$ cat src/offcore_filter_cfg.svh
`ifndef OFFCORE_FILTER_CFG_SVH
`define OFFCORE_FILTER_CFG_SVH

// ----------------------------------------------------------------------
// Register indices and byte addresses
// ----------------------------------------------------------------------
`define OCR_IDX_FILT0      12'h1A6
`define OCR_IDX_FILT1      12'h1A7
`define OCR_ADDR_FILT0_LO  12'h698
`define OCR_ADDR_FILT1_LO  12'h69C
`define OCR_ADDR_FILT0_HI  12'h700
`define OCR_ADDR_FILT1_HI  12'h704
`define OCR_ADDR_EVSEL0    12'h710
`define OCR_ADDR_EVSEL3    12'h714
`define OCR_ADDR_CNT0      12'h718
`define OCR_ADDR_CNT3      12'h71C

// ----------------------------------------------------------------------
// Filter field layout
// ----------------------------------------------------------------------
`define OCR_FILT_W         38
`define OCR_FILT_MASK      38'h3F_807F_8FFF
`define OCR_FILT_RESET     38'h00_0000_0000
`define OCR_REQ_LSB        0
`define OCR_REQ_MSB        15
`define OCR_ANY_BIT        16
`define OCR_SUP_LSB        17
`define OCR_SUP_MSB        22
`define OCR_SNP_LSB        31
`define OCR_SNP_MSB        37
`define OCR_HI_W           6

// ----------------------------------------------------------------------
// Event select layout
// ----------------------------------------------------------------------
`define OCR_EV_CODE_MSB    7
`define OCR_EV_MASK_LSB    8
`define OCR_EV_MASK_MSB    15
`define OCR_EV_EN_BIT      22
`define OCR_EVSEL_MASK     32'h0040_FFFF
`define OCR_EVSEL_RESET    32'h0000_0000
`define OCR_CODE_FIRST     8'hB7
`define OCR_CODE_FOURTH    8'hBB
`define OCR_UNIT_MASK_SEL  8'h01

`endif

$ cat src/offcore_filter_pkg.sv
`default_nettype none

package offcore_filter_pkg;

	// AXI response codes used by the slave
	typedef enum logic [1:0] {
		RESP_OKAY   = 2'b00,
		RESP_SLVERR = 2'b10
	} axi_resp_t;

	// Counter slots: first_counter and fourth_counter
	typedef enum logic {
		SLOT_FIRST  = 1'b0,
		SLOT_FOURTH = 1'b1
	} slot_t;

endpackage : offcore_filter_pkg

`default_nettype wire

$ cat src/offcore_response_filter.sv
// Summary of operation
// RULE1 - Code 0xB7, unit mask 0x01 on first counter, 0xBB/0x01 on fourth, select counting.
// RULE2 - First counter uses filter at 0x1A6, fourth counter uses filter at 0x1A7.
// RULE3 - Filter: request bits 15:0, supplier bits 30:16, snoop bits 37:31.
// RULE4 - Request bit 0: demand, L1 prefetch and page-walk data reads.
// RULE5 - Request bit 1: demand and L1 prefetch ownership reads.
// RULE6 - Request bit 2: demand and L1 prefetch instruction reads.
// RULE7 - Request bit 3: modified-to-exclusive writebacks.
// RULE8 - Request bits 4..6: L2 prefetch data, ownership and code reads.
// RULE9 - Request bits 7..9: L2 prefetches into L3 for loads, ownership, fetches.
// RULE10 - Bit 10 locked requests, bit 11 streaming stores.
// RULE11 - Request bit 15: any other interface request, including I/O.
// RULE12 - Response bit 16 accepts every response.
// RULE13 - Bit 17 no supplier info, bit 22 local memory controller.
// RULE14 - Bits 18..21: L3 lookup found line modified, exclusive, shared, forward.
// RULE15 - Bits 31..37: snoop none, unneeded, miss, hit, forward, modified, non-memory.
// RULE16 - Software sets at least one non-reserved request bit for a valid filter.
// RULE17 - Invalid request or response pattern makes the counter read zero.
// RULE18 - Several request and response bits may be set together.
// RULE19 - Response valid only with catch-all, or supplier and snoop bits both set.
// RULE20 - Catch-all set means supplier and snoop bits are ignored.
// RULE21 - A matching transaction increments the enabled counter exactly once.
//
// The AXI4-Lite interface to the registers was decided locally.
`timescale 1ns/10ps
`include "offcore_filter_cfg.svh"
`default_nettype none

module offcore_response_filter #(
	parameter int CNT_W = 32
) (
	input  wire logic        clk,           // System clock, 250 MHz
	input  wire logic        reset,         // Synchronous, active high
	input  wire logic [11:0] s_axi_awaddr,  // Write address
	input  wire logic        s_axi_awvalid, // Write address valid
	output var  logic        s_axi_awready, // Write address ready
	input  wire logic [31:0] s_axi_wdata,   // Write data
	input  wire logic [3:0]  s_axi_wstrb,   // Write byte strobes
	input  wire logic        s_axi_wvalid,  // Write data valid
	output var  logic        s_axi_wready,  // Write data ready
	output var  logic [1:0]  s_axi_bresp,   // Write response
	output var  logic        s_axi_bvalid,  // Write response valid
	input  wire logic        s_axi_bready,  // Write response ready
	input  wire logic [11:0] s_axi_araddr,  // Read address
	input  wire logic        s_axi_arvalid, // Read address valid
	output var  logic        s_axi_arready, // Read address ready
	output var  logic [31:0] s_axi_rdata,   // Read data
	output var  logic [1:0]  s_axi_rresp,   // Read response
	output var  logic        s_axi_rvalid,  // Read data valid
	input  wire logic        s_axi_rready,  // Read data ready
	input  wire logic        txn_valid,     // One completed off-core transaction
	input  wire logic [3:0]  txn_class,     // Request class, index of request bit
	input  wire logic [5:0]  txn_supplier,  // Supplier, one-hot, bits 17..22
	input  wire logic [6:0]  txn_snoop      // Snoop outcome, one-hot, bits 31..37
);

	// Counter width must fit the 32-bit register word
	if (CNT_W < 1 || CNT_W > 32) begin : g_cnt_w_check
		$error("CNT_W must lie between 1 and 32");
	end

	// ------------------------------------------------------------------
	// Decode helpers
	// ------------------------------------------------------------------

	// Request pattern valid: some non-reserved request bit is set
	function automatic logic req_ok(input logic [`OCR_FILT_W-1:0] f);
		req_ok = |f[`OCR_REQ_MSB:`OCR_REQ_LSB]; // RULE16
	endfunction : req_ok

	// Response pattern valid: catch-all, or supplier and snoop both chosen
	function automatic logic rsp_ok(input logic [`OCR_FILT_W-1:0] f);
		rsp_ok = f[`OCR_ANY_BIT] | ((|f[`OCR_SUP_MSB:`OCR_SUP_LSB])
			& (|f[`OCR_SNP_MSB:`OCR_SNP_LSB])); // RULE19
	endfunction : rsp_ok

	// Transaction match against one filter; several bits may be set at once
	function automatic logic filt_hit(input logic [`OCR_FILT_W-1:0] f,
		input logic [3:0] cls, input logic [5:0] sup, input logic [6:0] snp);
		logic req_m;
		logic rsp_m;
		req_m = f[cls]; // RULE4 RULE5 RULE6 RULE7 RULE8 RULE9 RULE10 RULE11
		rsp_m = f[`OCR_ANY_BIT] // RULE12 RULE20
			| ((|(sup & f[`OCR_SUP_MSB:`OCR_SUP_LSB])) // RULE13 RULE14
			& (|(snp & f[`OCR_SNP_MSB:`OCR_SNP_LSB]))); // RULE15
		filt_hit = req_m & rsp_m & req_ok(f) & rsp_ok(f); // RULE18 RULE17
	endfunction : filt_hit

	// Byte-lane merge of a 32-bit write
	function automatic logic [31:0] merge(input logic [31:0] old,
		input logic [31:0] dat, input logic [3:0] strb);
		logic [31:0] r;
		r = old;
		for (int b = 0; b < 4; b++) begin
			if (strb[b]) begin
				r[b*8 +: 8] = dat[b*8 +: 8];
			end
		end
		merge = r;
	endfunction : merge

	// ------------------------------------------------------------------
	// State
	// ------------------------------------------------------------------
	logic [`OCR_FILT_W-1:0] filt_q [2];   // offcore_filter_zero / _one
	logic [31:0]            evsel_q [2];  // Event selects of the two counters
	logic [CNT_W-1:0]       cnt_q [2];    // first_counter, fourth_counter
	logic                   aw_got_q;
	logic                   w_got_q;
	logic [11:0]            aw_addr_q;
	logic [31:0]            w_data_q;
	logic [3:0]             w_strb_q;
	logic                   wr_fire;
	logic [1:0]             sel_ok;
	logic [1:0]             hit;
	logic [1:0]             cnt_wr;
	logic [63:0]            f64 [2];

	// Widened filter views for the bus
	always_comb begin
		for (int i = 0; i < 2; i++) begin
			f64[i] = {26'h000_0000, filt_q[i]};
		end
	end

	// Counter selection: only the dedicated code and unit mask count
	always_comb begin
		sel_ok[0] = evsel_q[0][`OCR_EV_EN_BIT]
			&& evsel_q[0][`OCR_EV_CODE_MSB:0] == `OCR_CODE_FIRST
			&& evsel_q[0][`OCR_EV_MASK_MSB:`OCR_EV_MASK_LSB] == `OCR_UNIT_MASK_SEL; // RULE1
		sel_ok[1] = evsel_q[1][`OCR_EV_EN_BIT]
			&& evsel_q[1][`OCR_EV_CODE_MSB:0] == `OCR_CODE_FOURTH
			&& evsel_q[1][`OCR_EV_MASK_MSB:`OCR_EV_MASK_LSB] == `OCR_UNIT_MASK_SEL; // RULE1
	end

	// Each counter looks only at its own filter
	always_comb begin
		for (int i = 0; i < 2; i++) begin
			hit[i] = txn_valid && sel_ok[i]
				&& filt_hit(filt_q[i], txn_class, txn_supplier, txn_snoop); // RULE2 RULE21
		end
	end

	// ------------------------------------------------------------------
	// AXI4-Lite write channel
	// ------------------------------------------------------------------

	// Address and data are taken independently, in either order
	always_ff @(posedge clk) begin
		if (reset) begin
			aw_got_q  <= 1'b0;
			w_got_q   <= 1'b0;
			aw_addr_q <= 12'h000;
			w_data_q  <= 32'h0000_0000;
			w_strb_q  <= 4'h0;
		end else begin
			if (s_axi_awvalid && s_axi_awready) begin
				aw_got_q  <= 1'b1;
				aw_addr_q <= s_axi_awaddr;
			end else if (wr_fire) begin
				aw_got_q <= 1'b0;
			end
			if (s_axi_wvalid && s_axi_wready) begin
				w_got_q  <= 1'b1;
				w_data_q <= s_axi_wdata;
				w_strb_q <= s_axi_wstrb;
			end else if (wr_fire) begin
				w_got_q <= 1'b0;
			end
		end
	end

	assign wr_fire = aw_got_q && w_got_q && !s_axi_bvalid;

	// Ready drops once a beat is held, so nothing is overwritten
	always_ff @(posedge clk) begin
		if (reset) begin
			s_axi_awready <= 1'b0;
			s_axi_wready  <= 1'b0;
		end else begin
			s_axi_awready <= !(aw_got_q || (s_axi_awvalid && s_axi_awready)) || wr_fire;
			s_axi_wready  <= !(w_got_q || (s_axi_wvalid && s_axi_wready)) || wr_fire;
		end
	end

	// Write response follows both beats; unmapped address answers SLVERR
	always_ff @(posedge clk) begin
		if (reset) begin
			s_axi_bvalid <= 1'b0;
			s_axi_bresp  <= offcore_filter_pkg::RESP_OKAY;
		end else if (wr_fire) begin
			s_axi_bvalid <= 1'b1;
			case (aw_addr_q)
				`OCR_ADDR_FILT0_LO, `OCR_ADDR_FILT1_LO, `OCR_ADDR_FILT0_HI,
				`OCR_ADDR_FILT1_HI, `OCR_ADDR_EVSEL0, `OCR_ADDR_EVSEL3,
				`OCR_ADDR_CNT0, `OCR_ADDR_CNT3: begin
					s_axi_bresp <= offcore_filter_pkg::RESP_OKAY;
				end
				default: begin
					s_axi_bresp <= offcore_filter_pkg::RESP_SLVERR;
				end
			endcase
		end else if (s_axi_bvalid && s_axi_bready) begin
			s_axi_bvalid <= 1'b0;
		end
	end

	// Filter registers; reserved bits are never stored
	always_ff @(posedge clk) begin
		if (reset) begin
			filt_q[0] <= `OCR_FILT_RESET;
			filt_q[1] <= `OCR_FILT_RESET;
		end else if (wr_fire) begin
			case (aw_addr_q)
				`OCR_ADDR_FILT0_LO: filt_q[0] <= `OCR_FILT_MASK & {filt_q[0][37:32],
					merge(f64[0][31:0], w_data_q, w_strb_q)}; // RULE3
				`OCR_ADDR_FILT1_LO: filt_q[1] <= `OCR_FILT_MASK & {filt_q[1][37:32],
					merge(f64[1][31:0], w_data_q, w_strb_q)}; // RULE3
				`OCR_ADDR_FILT0_HI: filt_q[0] <= `OCR_FILT_MASK & {`OCR_HI_W'(merge(
					f64[0][63:32], w_data_q, w_strb_q)), filt_q[0][31:0]}; // RULE3
				`OCR_ADDR_FILT1_HI: filt_q[1] <= `OCR_FILT_MASK & {`OCR_HI_W'(merge(
					f64[1][63:32], w_data_q, w_strb_q)), filt_q[1][31:0]}; // RULE3
				default: begin
				end
			endcase
		end
	end

	// Event selects
	always_ff @(posedge clk) begin
		if (reset) begin
			evsel_q[0] <= `OCR_EVSEL_RESET;
			evsel_q[1] <= `OCR_EVSEL_RESET;
		end else if (wr_fire && aw_addr_q == `OCR_ADDR_EVSEL0) begin
			evsel_q[0] <= `OCR_EVSEL_MASK & merge(evsel_q[0], w_data_q, w_strb_q);
		end else if (wr_fire && aw_addr_q == `OCR_ADDR_EVSEL3) begin
			evsel_q[1] <= `OCR_EVSEL_MASK & merge(evsel_q[1], w_data_q, w_strb_q);
		end
	end

	assign cnt_wr[0] = wr_fire && aw_addr_q == `OCR_ADDR_CNT0;
	assign cnt_wr[1] = wr_fire && aw_addr_q == `OCR_ADDR_CNT3;

	// Counters; a hit in the cycle of a write still counts on the new value
	always_ff @(posedge clk) begin
		if (reset) begin
			cnt_q[0] <= '0;
			cnt_q[1] <= '0;
		end else begin
			for (int i = 0; i < 2; i++) begin
				if (cnt_wr[i]) begin
					cnt_q[i] <= CNT_W'(merge(32'(cnt_q[i]), w_data_q, w_strb_q))
						+ CNT_W'(hit[i]);
				end else if (hit[i]) begin
					cnt_q[i] <= cnt_q[i] + CNT_W'(1); // RULE21
				end
			end
		end
	end

	// ------------------------------------------------------------------
	// AXI4-Lite read channel
	// ------------------------------------------------------------------

	// One read in flight; data is latched at the address handshake
	always_ff @(posedge clk) begin
		if (reset) begin
			s_axi_arready <= 1'b0;
			s_axi_rvalid  <= 1'b0;
			s_axi_rdata   <= 32'h0000_0000;
			s_axi_rresp   <= offcore_filter_pkg::RESP_OKAY;
		end else if (s_axi_arvalid && s_axi_arready) begin
			s_axi_arready <= 1'b0;
			s_axi_rvalid  <= 1'b1;
			s_axi_rresp   <= offcore_filter_pkg::RESP_OKAY;
			case (s_axi_araddr)
				`OCR_ADDR_FILT0_LO: s_axi_rdata <= f64[0][31:0];
				`OCR_ADDR_FILT1_LO: s_axi_rdata <= f64[1][31:0];
				`OCR_ADDR_FILT0_HI: s_axi_rdata <= f64[0][63:32];
				`OCR_ADDR_FILT1_HI: s_axi_rdata <= f64[1][63:32];
				`OCR_ADDR_EVSEL0:   s_axi_rdata <= evsel_q[0];
				`OCR_ADDR_EVSEL3:   s_axi_rdata <= evsel_q[1];
				// Invalid pattern reads as zero count
				`OCR_ADDR_CNT0: s_axi_rdata <= (req_ok(filt_q[0]) && rsp_ok(filt_q[0]))
					? 32'(cnt_q[0]) : 32'h0000_0000; // RULE17
				`OCR_ADDR_CNT3: s_axi_rdata <= (req_ok(filt_q[1]) && rsp_ok(filt_q[1]))
					? 32'(cnt_q[1]) : 32'h0000_0000; // RULE17
				default: begin
					s_axi_rdata <= 32'h0000_0000;
					s_axi_rresp <= offcore_filter_pkg::RESP_SLVERR;
				end
			endcase
		end else if (s_axi_rvalid && s_axi_rready) begin
			s_axi_rvalid  <= 1'b0;
			s_axi_arready <= 1'b1;
		end else begin
			s_axi_arready <= !s_axi_rvalid;
		end
	end
endmodule : offcore_response_filter

`default_nettype wire

$ cat config.mk
export PLATFORM = sky130hd
export DESIGN_NAME = offcore_response_filter
export DESIGN_NICKNAME = d
export VERILOG_FILES = /design/src/offcore_filter_pkg.sv /design/src/offcore_response_filter.sv
export VERILOG_INCLUDE_DIRS = /design/src
export SDC_FILE = /design/constraint.sdc
export NUM_CORES = 1
export LEC_CHECK = 0
export ABC_CLOCK_PERIOD_IN_PS = 7300
export BUFFER_PORTS_ARGS = -buffer_cell sky130_fd_sc_hd__buf_2
export CELL_PAD_IN_SITES_DETAIL_PLACEMENT = 0
export CELL_PAD_IN_SITES_GLOBAL_PLACEMENT = 2
export CORE_ASPECT_RATIO = 0.8
export CORE_MARGIN = 4
export CORE_UTILIZATION = 35
export CTS_BUF_LIST = sky130_fd_sc_hd__clkbuf_2 sky130_fd_sc_hd__clkbuf_4 sky130_fd_sc_hd__clkbuf_8
export CTS_CLUSTER_DIAMETER = 40
export DETAILED_ROUTE_END_ITERATION = 8
export MAX_ROUTING_LAYER = met4
export PLACE_DENSITY_LB_ADDON = 0.2
export SYNTH_ARGS = -nofsm -noshare
export SYNTH_HDL_FRONTEND = slang
export SYNTH_SLANG_ARGS = --single-unit
export TNS_END_PERCENT = 10
$ cat constraint.sdc
create_clock -name clk -period 7.3 [get_ports clk]
set_input_delay 1.46 -clock clk [delete_from_list [all_inputs] [get_ports clk]]
set_output_delay 1.46 -clock clk [all_outputs]
set_load 0.05 [all_outputs]
# Word level (Yosys, flattened, before mapping)
# Memory sizes are Yosys's and may differ from the RTL's.
# Cells that the tools add are included.
dict set report op_classes {
  n_eq_ne 20
  reduce_logical 46
  order_cmp 1
  n_bitwise 28
  n_addsub 4
  mux 151
}
# cell count
set ops {}
lappend ops {{$mux 8} 62}
lappend ops {{$pmux 32 s8} 1}
lappend ops {{$eq 12x11->1 const B} 16}
lappend ops {{$mux 32} 6}
lappend ops {{$mux 27} 4}
lappend ops {{$mux 7} 15}
lappend ops {{$add 32x1->32} 2}
lappend ops {{$add 32x1->32 const B} 2}
lappend ops {{$mux 1} 49}
lappend ops {{$mux 6} 8}
lappend ops {{$mux 17} 2}
lappend ops {{$reduce_or 16->1} 2}
lappend ops {{$reduce_or 7->1} 4}
lappend ops {{$reduce_or 6->1} 4}
lappend ops {{$logic_and 1x1->1} 21}
lappend ops {{$eq 8x1->1 const B} 2}
lappend ops {{$eq 8x8->1 const B} 2}
lappend ops {{$reduce_or 8->1} 2}
lappend ops {{$and 7x7->7} 2}
lappend ops {{$or 1x1->1} 14}
lappend ops {{$and 6x6->6} 2}
lappend ops {{$and 1x1->1} 10}
lappend ops {{$bmux 1 s4} 2}
lappend ops {{$reduce_bool 2->1} 4}
lappend ops {{other kinds (5)} 12}
dict set report word_totals {
  wordCells 266
  register_bits 91
  memories 3
  input_bits 85
  ram_bits 152
}
# name depth width rd rd_clocked_by_memory_dff write_ports line
set mem_list {}
lappend mem_list {cnt_q 2 32 2 0 2 offcore_response_filter.sv:107} ;# logic [CNT_W-1:0] cnt_q [2];
lappend mem_list {filt_q 2 27 2 0 2 offcore_response_filter.sv:105} ;# logic [`OCR_FILT_W-1:0] filt_q [2];
lappend mem_list {evsel_q 2 17 2 0 2 offcore_response_filter.sv:106} ;# logic [31:0] evsel_q [2];

# Longest topological paths before layout
# An unclocked memory read counts as a cell.
dict set report depth {
  ltp_word 14
  depth_mapped 15
  ltp_nobuf 13
}

# Worst setup path before layout
# Ideal clock, no wire load.
dict set report synth_path {
  path_kind {input to register}
  start {input port txn_class[0]}
  end {memory cnt_q[1][29], data pin}
  arrival_time_ps 4255
  required_ps 7033
  cell_stages 15
  path_slack_ps 2778
  n_path_buf 2
  cell_sequence {buf_6 mux2i_1 or3_1 a41o_1 or4_1 buf_4 inv_4 ha_1 inv_1 a221o_1 nor2_1 nor4b_1 nand3_1 xnor2_1 o31ai_1}
}
# element line
set synth_rtl {}
lappend synth_rtl {{start: declaration} offcore_response_filter.sv:52} ;# input wire logic [3:0] txn_class,
lappend synth_rtl {{end: declaration} offcore_response_filter.sv:107}

==> out/metrics.yaml <==
drc_errors: 0
ys.flop_type: "edfxtp_1"
cts.path.max_buffers: 3
gr-total-overflow: 0
avgRoutedWirePerCell_um: 23.6
hold_viol: 0
synth.distinct_cells: 72
io_pins: 126
worstMarginPinSlew_ns: 1.33
rsz0062_at_grt: "false"
clkTransAtPathRegs_ns: 0.05
drive_above_1_share: 0.170
dp_hpwl_um: 37800
setup-tns-final_ns: 0
async_flop_share: 0
hold_path_class: "reg2reg"
postLayoutCoreUtil: 0.415
ys_ff_latch: 241
cts_tree: "done"
grt-busiest-layer: "met1"
use_met3: 0.0498
synth_area_per_cell_um2: 9.30
cts_htree_levels: 2
synth_area_leaders: "edfxtp_1 (32%), dfxtp_1 (13%), nand2_1 (5.4%)"
stdcell_area_mm2: 0.0164
gr-usage-met2: 0.322
die_x_um: 232
grt_pass1_wl_um: 76400
skew_ns: 0.0295
crit_slowest_cell: "nand4_1"
cts_resized: 0
maxCapViolCount: 0
avgViaCountPerCell: 5.62
synth_top_area_share: 0.325
report.final.slew_viol_count: 0
final_nets: 1704
syn-instance-count: 1511
cts_setup_buffers: 0
drtPass1Iterations: 6
synth.largest_area_cell: "edfxtp_1"
irDropWorstVdd_mv: 0.111
antenna_found_initial: 3
cp_data_required_time_ns: 7.65
ctsRootBufferMaster: "clkbuf_8"
slew_headroom: 0.103
powerDensity_mw_per_mm2: 218
synth_edf_count: 152
met1_usage: 0.364
synth_most_common_cell: "nand2_1"
yosys_warnings: 0
cts_hold_buf: 0
die_h_um: 187
stdcell_count: 2193
portBuffers: 123
netlist_area_mm2: 0.0141
hold_slack_ns: 0.452
synthTopCellsByCount: "nand2_1 (201), edfxtp_1 (152), a21oi_1 (140), nor2_1 (121), dfxtp_1 (89)"
placed_cell_area_mm2: 0.0152
wl_um: 51800
clk_latency_ns: 0.63
outcome: "complete, no violations"
period_needed_ns: 4.79
coreArea_mm2: 0.0395
yosysSeqAreaShare: 0.452
critPathLaunchType: "primary input"
clock_sinks: 241
global_route.usage.total: 0.239
cts_buffers: 49
critical_path_class: "in2reg"
rows: 65
globalplace.congestion: 0.930
setup_viol: 0
path_max_fanout: 12
dieArea_mm2: 0.0434
min_period_over_period: 0.655
grt_max_degree: 91
r2r_slack_ns: 2.93
route.antenna.remaining_nets: 0
grt_pass1_vias: 11600
cellLeakagePower_nw: 5.72
fmax_mhz: 209
placedCellCount: 2099
start_util: 0.355
crit_chain: "buf_2 -> mux4_2 -> mux4_2 -> nor4bb_1 -> buf_4 -> ha_1 -> inv_1 -> a211oi_1 -> nand4_1 -> or2_2 -> a32o_1 -> nand2_1 -> a21oi_1"
vias: 12300
worstSetupEndpointType: "flop"
drt_iter0_drc: 1391
syn2layout_area_growth_pct: 16.8
worstPathArrival_ns: 5.13
crit_path_max_incr_delay_ns: 0.67
cpMostUsedCell: "mux4_2"
## cell type report
| cell class | instances | area [um^2] |
|---|---|---|
| Sequential cell | 241 | 6350 |
| Multi-Input combinational cell | 1145 | 7220 |
| Antenna cell | 2 | 5.00 |
| Clock inverter | 25 | 389 |
| Inverter | 24 | 92.6 |
| Timing Repair Buffer | 153 | 843 |
| Fill cell | 3995 | 23100 |
| Clock buffer | 67 | 847 |
| Tap cell | 536 | 671 |
## power breakdown
part / switching [mW] / total, mW / internal [mW]
registers: 0.0758 / 1.57 / 1.49
clock network: 0.658 / 1.77 / 1.12
logic: 0.152 / 0.245 / 0.0924
## critical path: cells and delay by family
kind | cells | cell delay (ns)
buffers and inverters | 3 | 0.43
AOI/OAI and AO/OA | 3 | 0.96
and+or+nand+nor | 4 | 1.46
adders and majority gates | 1 | 0.20
muxes | 2 | 0.61
## sequential cells by signal, summed over array words and instances (netlist names), 4 cells and up
signal / cells
cnt_q: 64
filt_q: 54
evsel_q: 34
s_axi_rdata: 32
w_data_q: 32
aw_addr_q: 12
w_strb_q: 4
## layer usage
layer,share of wire,routed length (um)
met5,0,0
met3,0.086,4430
met1,0.48,25000
met2,0.41,21400
met4,0.018,948
## path summary, 6_finish.rpt
kind,end,start,cells after the start
max,cnt_q[0][15]$_SDFFCE_PN0P_,txn_class[0],13
min,aw_addr_q[9]$_SDFFE_PP0P_,aw_addr_q[9]$_SDFFE_PP0P_,2
max reg2reg,cnt_q[0][15]$_SDFFCE_PN0P_,evsel_q[0][12]$_SDFFCE_PP0P_,12
min reg2reg,aw_addr_q[9]$_SDFFE_PP0P_,aw_addr_q[9]$_SDFFE_PP0P_,2
## kinds of logic (layout without fill, tap and decap cells)
group / Yosys count / count (layout) / share of synthesized area
flops: 241 / 241 / 0.452
fa+ha+maj: 5 / 5 / 0.00445
compound gates: 317 / 317 / 0.146
simple gates: 616 / 616 / 0.218
buf+inv: 126 / 269 / 0.0380
xor+xnor: 116 / 116 / 0.0723
other cells: 1 / 4 / 0.000267
mux: 89 / 89 / 0.0699
## cell usage in the layout, fill, tap and decap left out, types with 55 or more instances in the layout
master      n
mux2i_1    70
buf_2     122
nand2_1   200
clkbuf_8   55
a21oi_1   140
dfxtp_1    89
nor2_1    121
edfxtp_1  152
xnor2_1    68
## per-stage QoR
step / setup WS [ns] / power [mW]
floorplan: 2.78 / 1.72
global placement: 1.93 / 1.83
detailed placement: 1.92 / 1.84
CTS: 2.58 / 3.61
global route: 2.27 / 3.71
finish: 2.51 / 3.59
(Power assumes the default switching activity.)
